$ cat src/include/dst_timer_defines.svh
// Purpose: Offsets, field positions, reset values and codes for the dual 6-bit down timers
// Assumes: Included by its bare name from the package and the design files
// Notes:   Byte offsets on a 32-bit Avalon-MM slave, one register per aligned word
`ifndef DST_TIMER_DEFINES_SVH
`define DST_TIMER_DEFINES_SVH

// Register byte offsets
`define DST_OFF_LOAD_ONE     6'h00
`define DST_OFF_LOAD_TWO     6'h04
`define DST_OFF_FLAG_SET     6'h08
`define DST_OFF_FLAG_CLR     6'h0C
`define DST_OFF_CONTROL      6'h10
`define DST_OFF_CLEAR_REQ    6'h14
`define DST_OFF_STATUS_ONE   6'h18
`define DST_OFF_STATUS_TWO   6'h1C

// Load word fields
`define DST_LOAD_SEL_MSB     8
`define DST_LOAD_SEL_LSB     6
`define DST_LOAD_VAL_MSB     5
`define DST_LOAD_REGFORM_BIT 16

// Flag set and clear bits
`define DST_FLAG_RELOAD_ONE  0
`define DST_FLAG_RELOAD_TWO  1
`define DST_FLAG_KEEP_GATE   2

// Control register bits
`define DST_CTL_IRQ_EN_ONE   0
`define DST_CTL_IRQ_EN_FOUR  1
`define DST_CTL_WAKE_EN_ONE  2
`define DST_CTL_WAKE_EN_FOUR 3
`define DST_CTL_CONV_MODE    4

// Clock select codes and reset values
`define DST_SEL_TAP_9        3'h0
`define DST_SEL_TAP_3        3'h1
`define DST_SEL_TAP_15       3'h2
`define DST_SEL_AUX          3'h3
`define DST_SEL_TAP_5        3'h4
`define DST_SEL_TAP_7        3'h5
`define DST_SEL_TAP_11       3'h6
`define DST_SEL_TAP_13       3'h7
`define DST_RST_SEL_ONE      `DST_SEL_TAP_3
`define DST_RST_SEL_TWO      `DST_SEL_TAP_7
`define DST_COUNT_TOP        6'h3F

`endif

$ cat src/include/dst_pkg.sv
// Purpose: Types shared by the dual down timer design
// Assumes: Constants come from the defines header
// Notes:   Packed structs carry the load word and the per-timer status
`include "dst_timer_defines.svh"
package dst_pkg;

	// Bus answer sequencer
	typedef enum logic { DST_BUS_IDLE, DST_BUS_ANSWER } dst_bus_state_type;

	// Decoded load word
	typedef struct packed {
		logic [2:0] clk_sel;   // Clock source code
		logic [5:0] start;     // Start value
	} dst_load_type;

	// Per-timer status as seen by software
	typedef struct packed {
		logic       start_cond; // Start condition flag
		logic       wake_req;   // Wake request flag
		logic       reload;     // Reload enabled
		logic       running;    // Counter active
		logic [2:0] clk_sel;    // Selected source
		logic [5:0] count;      // Current count
	} dst_status_type;

endpackage : dst_pkg

$ cat src/rtl/dst_timers.sv
// Purpose: Two 6-bit programmable down timers with reload, wake requests and converter gate
// Assumes: Divider taps and auxiliary clock are asynchronous; bus master on CLK_SYS
// Notes:   The bus sequencer only advances while CLK_EN is high; waitrequest keeps its last value while it is low
//
// The address map and the Avalon-MM interface to the registers were decided locally.
`timescale 1ns/1ns
`include "dst_timer_defines.svh"
module dst_timers #(
	parameter int TIMERS = 2                       // Fixed pair of timers
) (
	input  wire logic        CLK_SYS,
	input  wire logic        RESET,
	input  wire logic        CLK_EN,
	input  wire logic        WDT_RESET,
	input  wire logic [15:0] PREDIV_TAPS,
	input  wire logic        AUX_RATE_CLOCK,
	input  wire logic [5:0]  AVS_ADDRESS,
	input  wire logic        AVS_READ,
	input  wire logic        AVS_WRITE,
	input  wire logic [31:0] AVS_WRITEDATA,
	input  wire logic [3:0]  AVS_BYTEENABLE,
	output logic      [31:0] AVS_READDATA,
	output logic             AVS_WAITREQUEST,
	output logic             TIMER_ONE_IRQ,
	output logic             TIMER_TWO_IRQ,
	output logic             HALT_RELEASE,
	output logic             CONVERTER_GATE
);
	import dst_pkg::*;

	// The logic is written for exactly two timers
	if (TIMERS != 2) begin : g_bad_count
		$error("dst_timers supports exactly two timers");
	end

	// Byte enables expanded to a bit mask
	function automatic logic [31:0] lane_mask(input logic [31:0] data, input logic [3:0] be);
		logic [31:0] m;
		m = {{8{be[3]}}, {8{be[2]}}, {8{be[1]}}, {8{be[0]}}};
		return data & m;
	endfunction : lane_mask

	// Load word decode; the register form cannot reach bit eight
	function automatic dst_load_type decode_load(input logic [31:0] data);
		dst_load_type w;
		w.clk_sel = data[`DST_LOAD_SEL_MSB:`DST_LOAD_SEL_LSB];
		w.start   = data[`DST_LOAD_VAL_MSB:0];
		if (data[`DST_LOAD_REGFORM_BIT]) begin
			w.clk_sel[2] = 1'b0;
		end
		return w;
	endfunction : decode_load

	// Status word packing
	function automatic logic [31:0] pack_status(input dst_status_type s, input logic [1:0] extra);
		return {17'h0_0000, extra, $bits(dst_status_type)'(s)};
	endfunction : pack_status

	// Synchronised clock sources, indexed by select code
	logic [7:0]  src_raw;                               // Taps in select-code order
	logic [7:0]  src_s1_ff;                             // First synchroniser stage
	logic [7:0]  src_s2_ff;                             // Second synchroniser stage
	logic [7:0]  src_s3_ff;                             // Delayed copy for edge detect
	logic [7:0]  src_rise;                              // One-cycle rising edge per source

	// Timer state, one entry per timer
	logic [5:0]  count_ff      [TIMERS];                // Down counter
	logic [2:0]  sel_ff        [TIMERS];                // Clock select
	logic        run_ff        [TIMERS];                // Counting
	logic        reload_ff     [TIMERS];                // Reload enabled
	logic        uf_seen_ff    [TIMERS];                // Underflow since last load
	logic        wake_req_ff   [TIMERS];                // Wake request one / four
	logic        start_cond_ff [TIMERS];                // Start condition five / six
	logic        irq_en_ff     [TIMERS];                // Interrupt enable one / four
	logic        wake_en_ff    [TIMERS];                // Wake enable one / four
	logic        irq_ff        [TIMERS];                // Registered interrupt outputs

	// Converter gate control
	logic        gate_ff;                               // Converter gate flag
	logic        keep_ff;                               // Keep-gate flag
	logic        conv_mode_ff;                          // Converter mode
	logic        halt_rel_ff;                           // Halt release request

	// Bus slave state
	dst_bus_state_type bus_state_ff;                    // Answer sequencer
	logic        wait_ff;                               // Waitrequest
	logic [31:0] rdata_ff;                              // Read data

	// Per-cycle strobes
	logic        commit;                                // Write takes effect this edge
	logic [31:0] wdata;                                 // Lane-masked write data
	logic        load_stb  [TIMERS];                    // Load instruction
	logic        rl_set    [TIMERS];                    // Reload enable
	logic        rl_clr    [TIMERS];                    // Reload disable
	logic        req_clr   [TIMERS];                    // Clear wake request
	logic        wen_clr   [TIMERS];                    // Wake enable written low
	logic        tick      [TIMERS];                    // Selected source edge
	logic        uf        [TIMERS];                    // Underflow this cycle
	logic        ctl_wr;                                // Control register write
	logic        keep_set;                              // Keep-gate set
	logic        keep_clr;                              // Keep-gate clear
	dst_load_type load_word [TIMERS];                   // Decoded load words

	// Select-code order of the source vector
	assign src_raw = {PREDIV_TAPS[13], PREDIV_TAPS[11], PREDIV_TAPS[7], PREDIV_TAPS[5],
	                  AUX_RATE_CLOCK, PREDIV_TAPS[15], PREDIV_TAPS[3], PREDIV_TAPS[9]};

	// Two-stage synchroniser plus an edge stage; only s2 and s3 feed logic
	always_ff @(posedge CLK_SYS) begin
		if (RESET) begin
			src_s1_ff <= 8'h00;
			src_s2_ff <= 8'h00;
			src_s3_ff <= 8'h00;
		end else if (CLK_EN) begin
			src_s1_ff <= src_raw;
			src_s2_ff <= src_s1_ff;
			src_s3_ff <= src_s2_ff;
		end
	end

	// Rising edge of every source, one count per tap period
	assign src_rise = src_s2_ff & ~src_s3_ff;

	// Write strobes decoded from the committing transfer
	assign commit = (bus_state_ff == DST_BUS_ANSWER) && AVS_WRITE;
	assign wdata  = lane_mask(AVS_WRITEDATA, AVS_BYTEENABLE);
	assign ctl_wr   = commit && (AVS_ADDRESS == `DST_OFF_CONTROL);
	assign keep_set = commit && (AVS_ADDRESS == `DST_OFF_FLAG_SET) && wdata[`DST_FLAG_KEEP_GATE];
	assign keep_clr = commit && (AVS_ADDRESS == `DST_OFF_FLAG_CLR) && wdata[`DST_FLAG_KEEP_GATE];

	// Per-timer strobes and underflow detection
	always_comb begin
		for (int i = 0; i < TIMERS; i++) begin
			load_word[i] = decode_load(wdata);
			load_stb[i]  = commit && (AVS_ADDRESS == ((i == 0) ? `DST_OFF_LOAD_ONE : `DST_OFF_LOAD_TWO));
			rl_set[i]    = commit && (AVS_ADDRESS == `DST_OFF_FLAG_SET) && wdata[i];
			rl_clr[i]    = commit && (AVS_ADDRESS == `DST_OFF_FLAG_CLR) && wdata[i];
			req_clr[i]   = commit && (AVS_ADDRESS == `DST_OFF_CLEAR_REQ) && wdata[i];
			wen_clr[i]   = ctl_wr && !wdata[`DST_CTL_WAKE_EN_ONE + i];
			tick[i]      = src_rise[sel_ff[i]];
			uf[i]        = run_ff[i] && tick[i] && (count_ff[i] == 6'h00);
		end
	end

	// Counters, clock selects and run control
	always_ff @(posedge CLK_SYS) begin
		if (RESET) begin
			sel_ff[0] <= `DST_RST_SEL_ONE;
			sel_ff[1] <= `DST_RST_SEL_TWO;
			for (int i = 0; i < TIMERS; i++) begin
				count_ff[i]   <= `DST_COUNT_TOP;
				run_ff[i]     <= 1'b0;
				uf_seen_ff[i] <= 1'b0;
			end
		end else if (CLK_EN) begin
			for (int i = 0; i < TIMERS; i++) begin
				if (WDT_RESET) begin
					// Clock selection is left alone here
					count_ff[i]   <= `DST_COUNT_TOP;
					run_ff[i]     <= 1'b0;
					uf_seen_ff[i] <= 1'b0;
				end else if (load_stb[i]) begin
					// Load restarts at once from the new value
					count_ff[i]   <= load_word[i].start;
					sel_ff[i]     <= load_word[i].clk_sel;
					run_ff[i]     <= 1'b1;
					uf_seen_ff[i] <= 1'b0;
				end else begin
					if (run_ff[i] && tick[i]) begin
						// Zero wraps to 3Fh through plain 6-bit decrement
						count_ff[i] <= count_ff[i] - 6'h01;
					end
					if (uf[i]) begin
						uf_seen_ff[i] <= 1'b1;
						if (!reload_ff[i]) begin
							run_ff[i] <= 1'b0;
						end
					end
					if (rl_set[i]) begin
						// Runs from whatever count is held
						run_ff[i] <= 1'b1;
					end else if (rl_clr[i] && (uf_seen_ff[i] || uf[i])) begin
						// No reload after an underflow: halt now
						run_ff[i] <= 1'b0;
					end
				end
			end
		end
	end

	// Reload enables; set and clear never coincide in one write
	always_ff @(posedge CLK_SYS) begin
		if (RESET) begin
			for (int i = 0; i < TIMERS; i++) begin
				reload_ff[i] <= 1'b0;
			end
		end else if (CLK_EN) begin
			for (int i = 0; i < TIMERS; i++) begin
				if (WDT_RESET || rl_clr[i]) begin
					reload_ff[i] <= 1'b0;
				end else if (rl_set[i]) begin
					reload_ff[i] <= 1'b1;
				end
			end
		end
	end

	// Wake requests: an underflow wins over a clear in the same cycle
	always_ff @(posedge CLK_SYS) begin
		if (RESET) begin
			for (int i = 0; i < TIMERS; i++) begin
				wake_req_ff[i] <= 1'b0;
			end
		end else if (CLK_EN) begin
			for (int i = 0; i < TIMERS; i++) begin
				if (WDT_RESET) begin
					wake_req_ff[i] <= 1'b0;
				end else if (uf[i]) begin
					wake_req_ff[i] <= 1'b1;
				end else if (req_clr[i]) begin
					wake_req_ff[i] <= 1'b0;
				end
			end
		end
	end

	// Enables and converter mode from the control register
	always_ff @(posedge CLK_SYS) begin
		if (RESET || (CLK_EN && WDT_RESET)) begin
			for (int i = 0; i < TIMERS; i++) begin
				irq_en_ff[i]  <= 1'b0;
				wake_en_ff[i] <= 1'b0;
			end
			conv_mode_ff <= 1'b0;
		end else if (CLK_EN && ctl_wr) begin
			for (int i = 0; i < TIMERS; i++) begin
				irq_en_ff[i]  <= wdata[`DST_CTL_IRQ_EN_ONE + i];
				wake_en_ff[i] <= wdata[`DST_CTL_WAKE_EN_ONE + i];
			end
			conv_mode_ff <= wdata[`DST_CTL_CONV_MODE];
		end
	end

	// Start condition flags; a fresh underflow outlasts a request clear but not a wake enable written low
	always_ff @(posedge CLK_SYS) begin
		if (RESET) begin
			for (int i = 0; i < TIMERS; i++) begin
				start_cond_ff[i] <= 1'b0;
			end
		end else if (CLK_EN) begin
			for (int i = 0; i < TIMERS; i++) begin
				if (WDT_RESET) begin
					start_cond_ff[i] <= 1'b0;
				end else if ((req_clr[i] && !uf[i]) || wen_clr[i]) begin
					start_cond_ff[i] <= 1'b0;
				end else if (wake_req_ff[i] && !irq_en_ff[i] && wake_en_ff[i]) begin
					start_cond_ff[i] <= 1'b1;
				end
			end
		end
	end

	// Interrupt and halt release outputs, registered
	always_ff @(posedge CLK_SYS) begin
		if (RESET) begin
			for (int i = 0; i < TIMERS; i++) begin
				irq_ff[i] <= 1'b0;
			end
			halt_rel_ff <= 1'b0;
		end else if (CLK_EN) begin
			if (WDT_RESET) begin
				// Watchdog drops the outputs at once, as power-on reset does
				for (int i = 0; i < TIMERS; i++) begin
					irq_ff[i] <= 1'b0;
				end
				halt_rel_ff <= 1'b0;
			end else begin
				irq_ff[0]   <= wake_req_ff[0] && irq_en_ff[0];
				irq_ff[1]   <= wake_req_ff[1] && irq_en_ff[1];
				halt_rel_ff <= (wake_req_ff[0] && !irq_en_ff[0] && wake_en_ff[0]) ||
				               (wake_req_ff[1] && !irq_en_ff[1] && wake_en_ff[1]);
			end
		end
	end

	// Keep-gate flag
	always_ff @(posedge CLK_SYS) begin
		if (RESET) begin
			keep_ff <= 1'b0;
		end else if (CLK_EN) begin
			if (WDT_RESET || keep_clr) begin
				keep_ff <= 1'b0;
			end else if (keep_set) begin
				keep_ff <= 1'b1;
			end
		end
	end

	// Converter gate: opens on a converter-mode timer two load, closes on timer two underflow unless keep-gate is set
	always_ff @(posedge CLK_SYS) begin
		if (RESET) begin
			gate_ff <= 1'b0;
		end else if (CLK_EN) begin
			if (WDT_RESET) begin
				gate_ff <= 1'b0;
			end else if (load_stb[1] && conv_mode_ff) begin
				gate_ff <= 1'b1;
			end else if (uf[1] && !keep_ff) begin
				// Closing on the underflow itself gives an exact window
				gate_ff <= 1'b0;
			end
		end
	end

	// Bus sequencer: one idle cycle to fetch, one answer cycle to commit
	always_ff @(posedge CLK_SYS) begin
		if (RESET) begin
			bus_state_ff <= DST_BUS_IDLE;
			wait_ff      <= 1'b1;
			rdata_ff     <= 32'h0000_0000;
		end else if (CLK_EN && WDT_RESET) begin
			// Watchdog abandons a pending request; no answer is given
			bus_state_ff <= DST_BUS_IDLE;
			wait_ff      <= 1'b1;
		end else if (CLK_EN) begin
			case (bus_state_ff)
				DST_BUS_IDLE: begin
					if (AVS_READ || AVS_WRITE) begin
						bus_state_ff <= DST_BUS_ANSWER;
						wait_ff      <= 1'b0;
						// Only a read reloads the data, so a write leaves the last read standing
						if (AVS_READ) begin
							case (AVS_ADDRESS)
								`DST_OFF_FLAG_SET,
								`DST_OFF_FLAG_CLR: begin
									rdata_ff <= {29'h0000_0000, keep_ff, reload_ff[1], reload_ff[0]};
								end
								`DST_OFF_CONTROL: begin
									rdata_ff <= {27'h000_0000, conv_mode_ff, wake_en_ff[1], wake_en_ff[0],
									             irq_en_ff[1], irq_en_ff[0]};
								end
								`DST_OFF_STATUS_ONE: begin
									rdata_ff <= pack_status({start_cond_ff[0], wake_req_ff[0], reload_ff[0],
									                         run_ff[0], sel_ff[0], count_ff[0]}, 2'h0);
								end
								`DST_OFF_STATUS_TWO: begin
									rdata_ff <= pack_status({start_cond_ff[1], wake_req_ff[1], reload_ff[1],
									                         run_ff[1], sel_ff[1], count_ff[1]},
									                        {keep_ff, gate_ff});
								end
								default: begin
									// Write-only and unmapped words read zero
									rdata_ff <= 32'h0000_0000;
								end
							endcase
						end
					end
				end
				DST_BUS_ANSWER: begin
					bus_state_ff <= DST_BUS_IDLE;
					wait_ff      <= 1'b1;
				end
				default: begin
					bus_state_ff <= DST_BUS_IDLE;
					wait_ff      <= 1'b1;
				end
			endcase
		end
	end

	// Outputs straight from flip-flops
	assign AVS_READDATA    = rdata_ff;
	assign AVS_WAITREQUEST = wait_ff;
	assign TIMER_ONE_IRQ   = irq_ff[0];
	assign TIMER_TWO_IRQ   = irq_ff[1];
	assign HALT_RELEASE    = halt_rel_ff;
	assign CONVERTER_GATE  = gate_ff;

endmodule : dst_timers

$ cat config.mk
export PLATFORM = sky130hd
export DESIGN_NAME = dst_timers
export DESIGN_NICKNAME = d
export VERILOG_FILES = /design/src/include/dst_pkg.sv /design/src/rtl/dst_timers.sv
export VERILOG_INCLUDE_DIRS = /design/src /design/src/include
export SDC_FILE = /design/constraint.sdc
export NUM_CORES = 1
export LEC_CHECK = 0
export BUFFER_PORTS_ARGS = -buffer_cell sky130_fd_sc_hd__buf_2
export CELL_PAD_IN_SITES_DETAIL_PLACEMENT = 1
export CELL_PAD_IN_SITES_GLOBAL_PLACEMENT = 2
export CORE_ASPECT_RATIO = 1.4
export CORE_UTILIZATION = 37
export CTS_BUF_LIST = sky130_fd_sc_hd__clkbuf_8
export CTS_CLUSTER_DIAMETER = 100
export DETAILED_ROUTE_END_ITERATION = 8
export GPL_TIMING_DRIVEN = 0
export MAX_ROUTING_LAYER = met4
export PLACE_DENSITY_LB_ADDON = 0.15
export REMOVE_ABC_BUFFERS = 1
export SETUP_SLACK_MARGIN = 0.2
export SYNTH_ARGS = -nofsm -noshare
export SYNTH_HDL_FRONTEND = slang
export SYNTH_SLANG_ARGS = --single-unit
$ cat constraint.sdc
create_clock -name CLK_SYS -period 3.9 [get_ports CLK_SYS]
set_input_delay 0.78 -clock CLK_SYS [delete_from_list [all_inputs] [get_ports CLK_SYS]]
set_output_delay 0.78 -clock CLK_SYS [all_outputs]
set_load 0.01 [all_outputs]
# --- Word-level counts from Yosys, hierarchy flattened ---
# Memories as Yosys holds them, arrays and structs flattened.
# Cells that the tools add are included.
classes:
  n_lt_le_gt_ge: 2
  muxes: 211
  bitwise: 53
  n_reduce_logical: 63
  n_eq_ne: 8
  addsub: 2
ops:
  columns: ["cell", "count"]
  rows:
  - ["1-bit two-way mux", 198]
  - ["15-bit one-hot mux with 4 select lines", 1]
  - ["1-bit OR", 48]
  - ["6-bit two-way mux", 6]
  - ["1-bit logical AND", 35]
  - ["6-bit by 5-bit == test with 1-bit output (second input constant)", 4]
  - ["6-bit zero test", 3]
  - ["17-bit AND", 1]
  - ["6-bit by 4-bit == test with 1-bit output (second input constant)", 2]
  - ["6-bit by 1-bit subtractor with 6-bit output (second input constant)", 2]
  - ["1-bit logical OR", 10]
  - ["8-bit AND", 1]
  - ["3-bit by 4-bit < comparator with 1-bit output (second input constant)", 2]
  - ["8-bit inverter", 1]
  - ["1-bit zero test", 7]
  - ["1-bit binary-select mux with 3-bit select", 2]
  - ["6-bit by 3-bit == test with 1-bit output (second input constant)", 1]
  - ["3-bit two-way mux", 2]
  - ["2-bit AND reduction", 3]
  - ["5-bit AND reduction", 1]
  - ["1-bit one-hot mux with 2 select lines", 2]
  - ["2-bit OR reduction", 2]
  - ["3-bit nonzero test", 1]
  - ["2-bit inequality test (second input constant)", 1]
  - ["2 further kinds", 3]
word_totals:
  wordCells: 359
  in_bits: 65
  out_inout_bits: 37
  regBits: 62
  mem_count: 10
  ramBits: 34
mem_list:
  columns: ["memory", "depth", "word_bits", "read_ports", "rd_ports_with_merged_regs", "wr", "line_no", "text"]
  rows:
  - ["count_ff", 2, 6, 2, 0, 2, "dst_timers.sv:67", "logic [5:0] count_ff [TIMERS];"]
  - ["sel_ff", 2, 3, 2, 0, 2, "dst_timers.sv:68", "logic [2:0] sel_ff [TIMERS];"]
  - ["irq_en_ff", 2, 1, 2, 0, 2, "dst_timers.sv:74", "logic irq_en_ff [TIMERS];"]
  - ["irq_ff", 2, 1, 2, 0, 2, "dst_timers.sv:76", "logic irq_ff [TIMERS];"]
  - ["reload_ff", 2, 1, 2, 0, 2, "dst_timers.sv:70", "logic reload_ff [TIMERS];"]
  - ["run_ff", 2, 1, 2, 0, 2, "dst_timers.sv:69", "logic run_ff [TIMERS];"]
  - ["4 more memories", null, null, null, null, null, null, null]

# --- Logic depth before layout (Yosys ltp) ---
# Gate-level depths: netlist (run 1).
depth:
  ltp_word: 16
  mapped_depth: 8
  mapped_depth_nobuf: 7

# --- Worst setup path after synthesis (run 1) ---
# Ideal clock, no wire load.
synth_path:
  kind: "in2reg"
  start: "in AVS_ADDRESS[3]"
  end: "mem count_ff[0][0] (enable)"
  required_ns: 3.527
  arrival_ns: 2.217
  stages: 5
  path_buffers: 2
  slack_ns: 1.311
  setup_time_ns: 0.373
  path_cell_list: "buf_6 or4_4 buf_6 nand2b_1 a31oi_1"
synth_lines:
  columns: ["item", "line_no", "text"]
  rows:
  - ["start: declaration", "dst_timers.sv:17", "input wire logic [5:0] AVS_ADDRESS,"]
  - ["end: declaration", "dst_timers.sv:67", null]

==> results of run 1 <==
flip-flops by register name, indices dropped and copies added, names as in the netlist, 2 cells and up:
name / count
start_cond_ff: 2
count_ff: 12
wake_en_ff: 2
irq_en_ff: 2
uf_seen_ff: 2
reload_ff: 2
run_ff: 2
sel_ff: 6
irq_ff: 2
AVS_READDATA: 15
src_s2_ff: 8
src_s1_ff: 8
wake_req_ff: 2
src_s3_ff: 8
worst max-delay path, delay by kind of cell:
family / cells / cell delay, ns
compound gates: 3 / 0.76
simple gates: 2 / 0.95
buf+inv: 1 / 0.78
Yosys cell counts, drive strengths merged (4+ instances only):
| library cell | count |
|---|---|
| a21boi | 4 |
| a21oi | 9 |
| a222oi | 5 |
| a22o | 10 |
| a22oi | 9 |
| a31oi | 7 |
| a32oi | 7 |
| a41oi | 5 |
| and2 | 5 |
| and3 | 4 |
| buf | 26 |
| clkbuf | 12 |
| dfxtp | 46 |
| edfxtp | 33 |
| ha | 4 |
| inv | 8 |
| mux2i | 26 |
| mux4 | 4 |
| nand2 | 34 |
| nand2b | 14 |
| nand3 | 11 |
| nand3b | 4 |
| nor2 | 57 |
| nor3 | 20 |
| o21ai | 9 |
| xnor2 | 4 |
| xor2 | 4 |
cell type report:
| class | count | area share, % |
|---|---|---|
| multi-input combinational | 304 | 44.3 |
| sequential | 79 | 41.5 |
| timing repair buffer | 52 | 5.65 |
| tap | 141 | 3.83 |
| clock buffer | 9 | 2.69 |
| clock inverter | 7 | 1.39 |
| inverter | 8 | 0.652 |
power breakdown:
part           switching, W  total (W)  internal (W)
combinational     0.0000931   0.000142     0.0000491
sequential        0.0000142   0.000894      0.000880
clock              0.000312   0.000603      0.000292
cells by family (layout without fill, tap and decap cells):
family / Yosys count / count (layout)
fa+ha+maj: 4 / 4
simple gates: 163 / 163
other cells: 1 / 17
flops: 79 / 79
buf+inv: 46 / 76
compound gates: 82 / 82
xor+xnor: 8 / 8
mux: 30 / 30
metrics by stage:
stage | cell area (um^2) | hold WS [ns] | setup slack [ns] | TNS (ns) | cells
after global placement | 4410 | 0.437 | -0.458 | -3.24 | 584
after CTS | 4600 | 0.451 | 0.431 | 0 | 600
after floorplan | 3970 | 0.451 | 1.35 | 0 | 391
after detailed placement | 4410 | 0.440 | -0.520 | -3.70 | 584
after global routing | 4610 | 0.468 | 0.409 | 0 | 600
final | 4610 | 0.447 | 0.669 | 0 | 600
per-layer routing:
layer | vias up | track usage [%]
met5 | - | -
met4 | 0 | 8.78
met3 | 23 | 3.51
met2 | 83 | 38.7
met1 | 1572 | 23.1
li1 | 1580 | -
cells in the final DEF, fill, tap and decap left out, types with 7 or more instances in the layout:
cell	netlist	final
dfxtp_1	46	46
a22o_1	10	10
a21oi_1	9	9
o21ai_1	7	7
nand2_1	34	34
buf_2	4	52
edfxtp_1	33	33
nor2_1	54	54
inv_1	8	9
a31oi_1	7	7
clkbuf_8	0	9
conb_1	1	17
a22oi_1	9	9
a32oi_1	7	7
nor3_1	16	16
nand3_1	11	11
nand2b_1	13	13
mux2i_1	26	26
path summary, 6_finish.rpt:
kind	slack, ns	from	endpoint
worst min-delay path	0.45	AVS_READDATA[4]$_SDFFE_PP0P_	AVS_READDATA[4]$_SDFFE_PP0P_
worst max-delay path	0.67	CLK_EN	run_ff[0]$_DFFE_PP_
worst max register to register	1.41	sel_ff[0][4]$_DFFE_PP_	count_ff[1][2]$_SDFFCE_PN1P_
worst min register to register	0.45	AVS_READDATA[4]$_SDFFE_PP0P_	AVS_READDATA[4]$_SDFFE_PP0P_
timing repair:
item                                    CTS  global route
endpoints found under the setup margin   11             1
cloned                                    0             0
resized for setup                         1             1
hold buffers                              0             0
==> results.md, run 1 <==
- Hold path cells: 2
- # clock sinks: 79
- Antenna-violating nets left: 0
- Met3 wire length: 461 um
- WP data arrival: 3.29 ns
- Max_cap viols: 0
- Post-CTS setup buffer count: 0
- Gpl congestion: 0.852
- CTS tree: built
- Vias in the first global route: 3,362
- CP Class: in -> reg
- Slew @ Worst Pin: 1.16 ns
- Drt drc: 0
- FILL cells: 1,265
- Root Driver: clkbuf_8
- # setup viols final: 0
- GR Overflow Total: 0
- Synth Area in XOR/XNOR: 1.69%
- Critical Path RT: just under 4 ns
- Met2 routed WL: about 6200 um
- Initial antenna violation count: 0
- PwrDens: 356 mW/mm^2
- Top sig layer: met4
- Top_reg_cell synth: dfxtp_1
- Total power: around 0.0016 W
- First-pass GRT wire length: 18,300 um
- Num CTS Buffers: 9
- Nets: ~520
- Final wirelength: 11,600 um
- Die area: roughly 0.012 mm^2
- Final design utilization: 42.4%
- Relative slew slack: 22.2%
- Worst R2R Path Depth: 4
- Outcome: finished clean
- CP endpoint kind: flop
- Post-Synthesis Cells: 413
- I/O pin count: 102
- RSZ-0062 raised after global routing: false
- Detail Placement HPWL: 8870 um
- Clock Tree Buf Depth: 2
- Min-delay worst type: reg -> reg
- Ys Warns: 0
- Htree depth: 3
- Number of detailed-route iterations in the first pass: 4
- Hold Violations, Final: 0
- Clock Pin Slew Worst Setup and Hold Paths: 0.08 ns
- Post-Syn Area: 0.00414 mm^2
- Fin. max-slew vios: 0
- Leakage: 1.78 nW
- Period utilization: between 80% and 90%
- Mean routed wirelength per cell: a little under 20 um
- Routed via count: ~3,300
- GRT Total Usage: around 21%
- Worst path cell trace: buf_2 -> nor3b_4 -> nand2_1 -> a2111oi_0 -> a311oi_1 -> o31ai_1
- Area occupied by registers: roughly 0.0019 mm^2
- Synth Area in Adders: 1.21%
- Via density: 5.43
- CP max FO: 41
- Synth area leader: edfxtp_1
- Crit path largest cell delay: 0.78 ns
- Post-synth top area share: 23.9%
- DRT met1 WL: 4610 um
- Ys async rst share: 0%
- Fraction of layout cells with a size suffix above 1: approximately a fifth
- Worst setup SP type: primary input
- Synth area leaders: edfxtp_1 (24%), dfxtp_1 (22%), mux2i_1 (6.3%)
- PortBufs: 52
- Synth-to-Final Area Change: 11.1%
- Syn avg cell area: ~10 um^2
- Synth Area in Simple Gates: 20.7%
- Post-synthesis cell type count: 64
- Multiplexer area fraction after synthesis: about 8.5%
- Clk Latency, worst-skew pair: 0.36 ns
- Core area: between 0.01 and 0.015 mm^2
- Flops & latches, synth: 79
- Clk_skew: 0.00861 ns
- Initial Util: 38.1%
- 1st-iter DRT viols: 104
- Die W: 91.4 um
- Die Ht: roughly 130 um
- Largest net degree at the start of global routing: 44
- Largest family of logic cells by synthesized area: simple AND/OR/NAND/NOR gates
- Sequential area share after synthesis: 46.1%
- # diodes: 0
- Num rows: 45
- Max Freq: 309 MHz
- EDFF count, synth: 33
- Critical-path top delay cell: buf_2
- Final min period: 3.23 ns
- Worst VDD drop: 0.176 mV
- Compound-Gate Fraction of Synth Area: between 15 and 20%
- Multi-input logic area: just over 0.002 mm^2
Power figures use the tool's default switching activity.
==> inputs of run 2 (changes only) <==
--- a/config.mk
+++ b/config.mk
@@ -10,7 +10,7 @@
 export CELL_PAD_IN_SITES_DETAIL_PLACEMENT = 1
 export CELL_PAD_IN_SITES_GLOBAL_PLACEMENT = 2
 export CORE_ASPECT_RATIO = 1.4
-export CORE_UTILIZATION = 37
+export CORE_UTILIZATION = 31
 export CTS_BUF_LIST = sky130_fd_sc_hd__clkbuf_8
 export CTS_CLUSTER_DIAMETER = 100
 export DETAILED_ROUTE_END_ITERATION = 8
==> constraint.sdc (replaced) <==
create_clock -name CLK_SYS -period 2.75 [get_ports CLK_SYS]
set_input_delay 0.55 -clock CLK_SYS [delete_from_list [all_inputs] [get_ports CLK_SYS]]
set_output_delay 0.55 -clock CLK_SYS [all_outputs]
set_load 0.01 [all_outputs]
==> results.md, run 2 (synthesized netlist as in run 1, its figures left out) <==
- Pint: 0.00173 W
- Die area: 0.0138 mm^2
- Worst VDD drop: approximately 0.24 mV
- Drt drc: 0
- Max FFs per register: 15
- CP max FO: 8
- Initial Util: between 30% and 40%
- Root Driver: clkbuf_8
- PwrDens: about 500 mW/mm^2
- Placed cells: 621
- Detail Placement HPWL: between 9000 and 10,000 um
- Worst setup margin: just under 0.4 ns
- Min-delay worst type: in -> reg
- Outcome: finished clean
- Final min period: between 2 and 2.5 ns
- CTS tree: built
- Antenna-violating nets left: 0
- # clock sinks: about 80
- Clk Latency, worst-skew pair: around 0.36 ns
- GR Overflow Total: 0
- # diodes: 0
- Setup TNS: 0 ns
- Nets: 524
- RSZ-0062 raised after global routing: false
- Gpl congestion: ~0.8
- I/O pin count: roughly 100
- Number of detailed-route iterations in the first pass: 4
- Sw Ratio: 25.8%
- Core area: 0.0129 mm^2
- Slew @ Worst Pin: 1.17 ns
- Leakage: 1.78 nW
- P_sw: 0.000601 W
- Synth-to-Final Area Change: 12.9%
- Initial antenna violation count: 0
- Most frequent cells in the layout: nor2_1 (54), buf_2 (50), dfxtp_1 (46), nand2_1 (34), edfxtp_1 (33)
- Total power: 0.00233 W
- Final design utilization: a little over a third
- Clock Pin Slew Worst Setup and Hold Paths: 0.08 ns
- Relative slew slack: 21.3%
- Hold Violations, Final: 0
- Via density: roughly 5.2
- Fraction of layout cells with a size suffix above 1: 19.8%
- CP Class: in -> reg
- Combinational fraction of design power: 8.8%
- Final Non-Filler Cells: ~640
- Largest net degree at the start of global routing: 44
- Htree depth: 3
- Placement Setup Slack: -0.880 ns
- Clk_skew: 0.0101 ns
- Max_cap viols: 0
- # setup viols final: 0
- CTS hold repair buffers: 0
- PortBufs: 52
- Most common cell after layout, fill and taps aside: nor2_1
- Final wirelength: 12,200 um
- Fin. max-slew vios: 0
- Num CTS Buffers: 9
- GRT Total Usage: 19.0%
- Num rows: 49
- Die W: 99.7 um
- Period utilization: 86.0%
- 1st-iter DRT viols: 174
- Mean routed wirelength per cell: between 15 and 20 um
- First-pass GRT wire length: 19,100 um
- WP data arrival: roughly 2.4 ns
- Die Ht: 139 um
- Critical Path RT: 2.75 ns
- Vias in the first global route: 3,415
- Clock Tree Buf Depth: 2
- Worst setup SP type: primary input
- CP endpoint kind: flop
- FILL cells: ~1,500
- Max Freq: roughly 420 MHz
- Routed via count: between 3,000 and 4,000
- Clock power frac: 36.8%
- Sequential power share: approximately 54%
## run 2: stage by stage
stage | hold slack, ns | instance area (um^2)
2_1_floorplan | 0.451 | 3970
3_3_place_gp | 0.438 | 4450
3_5_place_dp | 0.441 | 4460
4_1_cts | 0.411 | 4670
5_1_grt | 0.423 | 4680
6_report | 0.428 | 4680
## run 2: worst max-delay path, cell delays in order
cell	delay, ns
buf_2	0.15
or4_4	0.65
nand2b_1	0.34
a31oi_1	0.67
## run 2: cell type report
class / instances / area (um^2) / area share [%]
Inverter: 8 / 30.0 / 0.642
Clock inverter: 7 / 63.8 / 1.36
Timing Repair Buffer: 53 / 273 / 5.83
Multi-Input combinational cell: 304 / 2050 / 43.9
Sequential cell: 79 / 1910 / 40.9
Tap cell: 178 / 223 / 4.76
Clock buffer: 9 / 124 / 2.65
## run 2: what timing repair did
action	4_1_cts	5_1_grt
resized for setup	3	2
setup buffers	1	0
cloned	0	0
pin swaps	0	0
endpoints found under the setup margin	41	19
## run 2: final timing paths
| kind | startpoint | end | slack [ns] | cells past startpoint |
|---|---|---|---|---|
| max | AVS_ADDRESS[2] | count_ff[0][1]$_SDFFCE_PP1P_ | 0.39 | 4 |
| min | PREDIV_TAPS[3] | src_s1_ff[1]$_SDFFE_PP0P_ | 0.43 | 3 |
| max reg2reg | src_s3_ff[7]$_SDFFE_PP0P_ | count_ff[0][1]$_SDFFCE_PP1P_ | 0.44 | 5 |
| min reg2reg | AVS_READDATA[2]$_SDFFE_PP0P_ | AVS_READDATA[2]$_SDFFE_PP0P_ | 0.45 | 2 |
## run 2: metal layers
layer | vias to the layer above | GRT usage [%] | share of wire, %
li1 | 1577 | - | -
met1 | 1636 | 20.7 | 39
met2 | 83 | 33.9 | 55
met3 | 20 | 3.13 | 3.5
met4 | 0 | 7.20 | 2.2
met5 | - | - | 0
## run 2: power by group through the flow
stage	clock network [W]	logic, W	registers, W
finish	0.000860	0.000206	0.00127
global route	0.000929	0.000227	0.00127
CTS	0.000885	0.000208	0.00127
detailed placement	0	0.000205	0.00130
global placement	0	0.000200	0.00129
floorplan	0	0.000109	0.00129
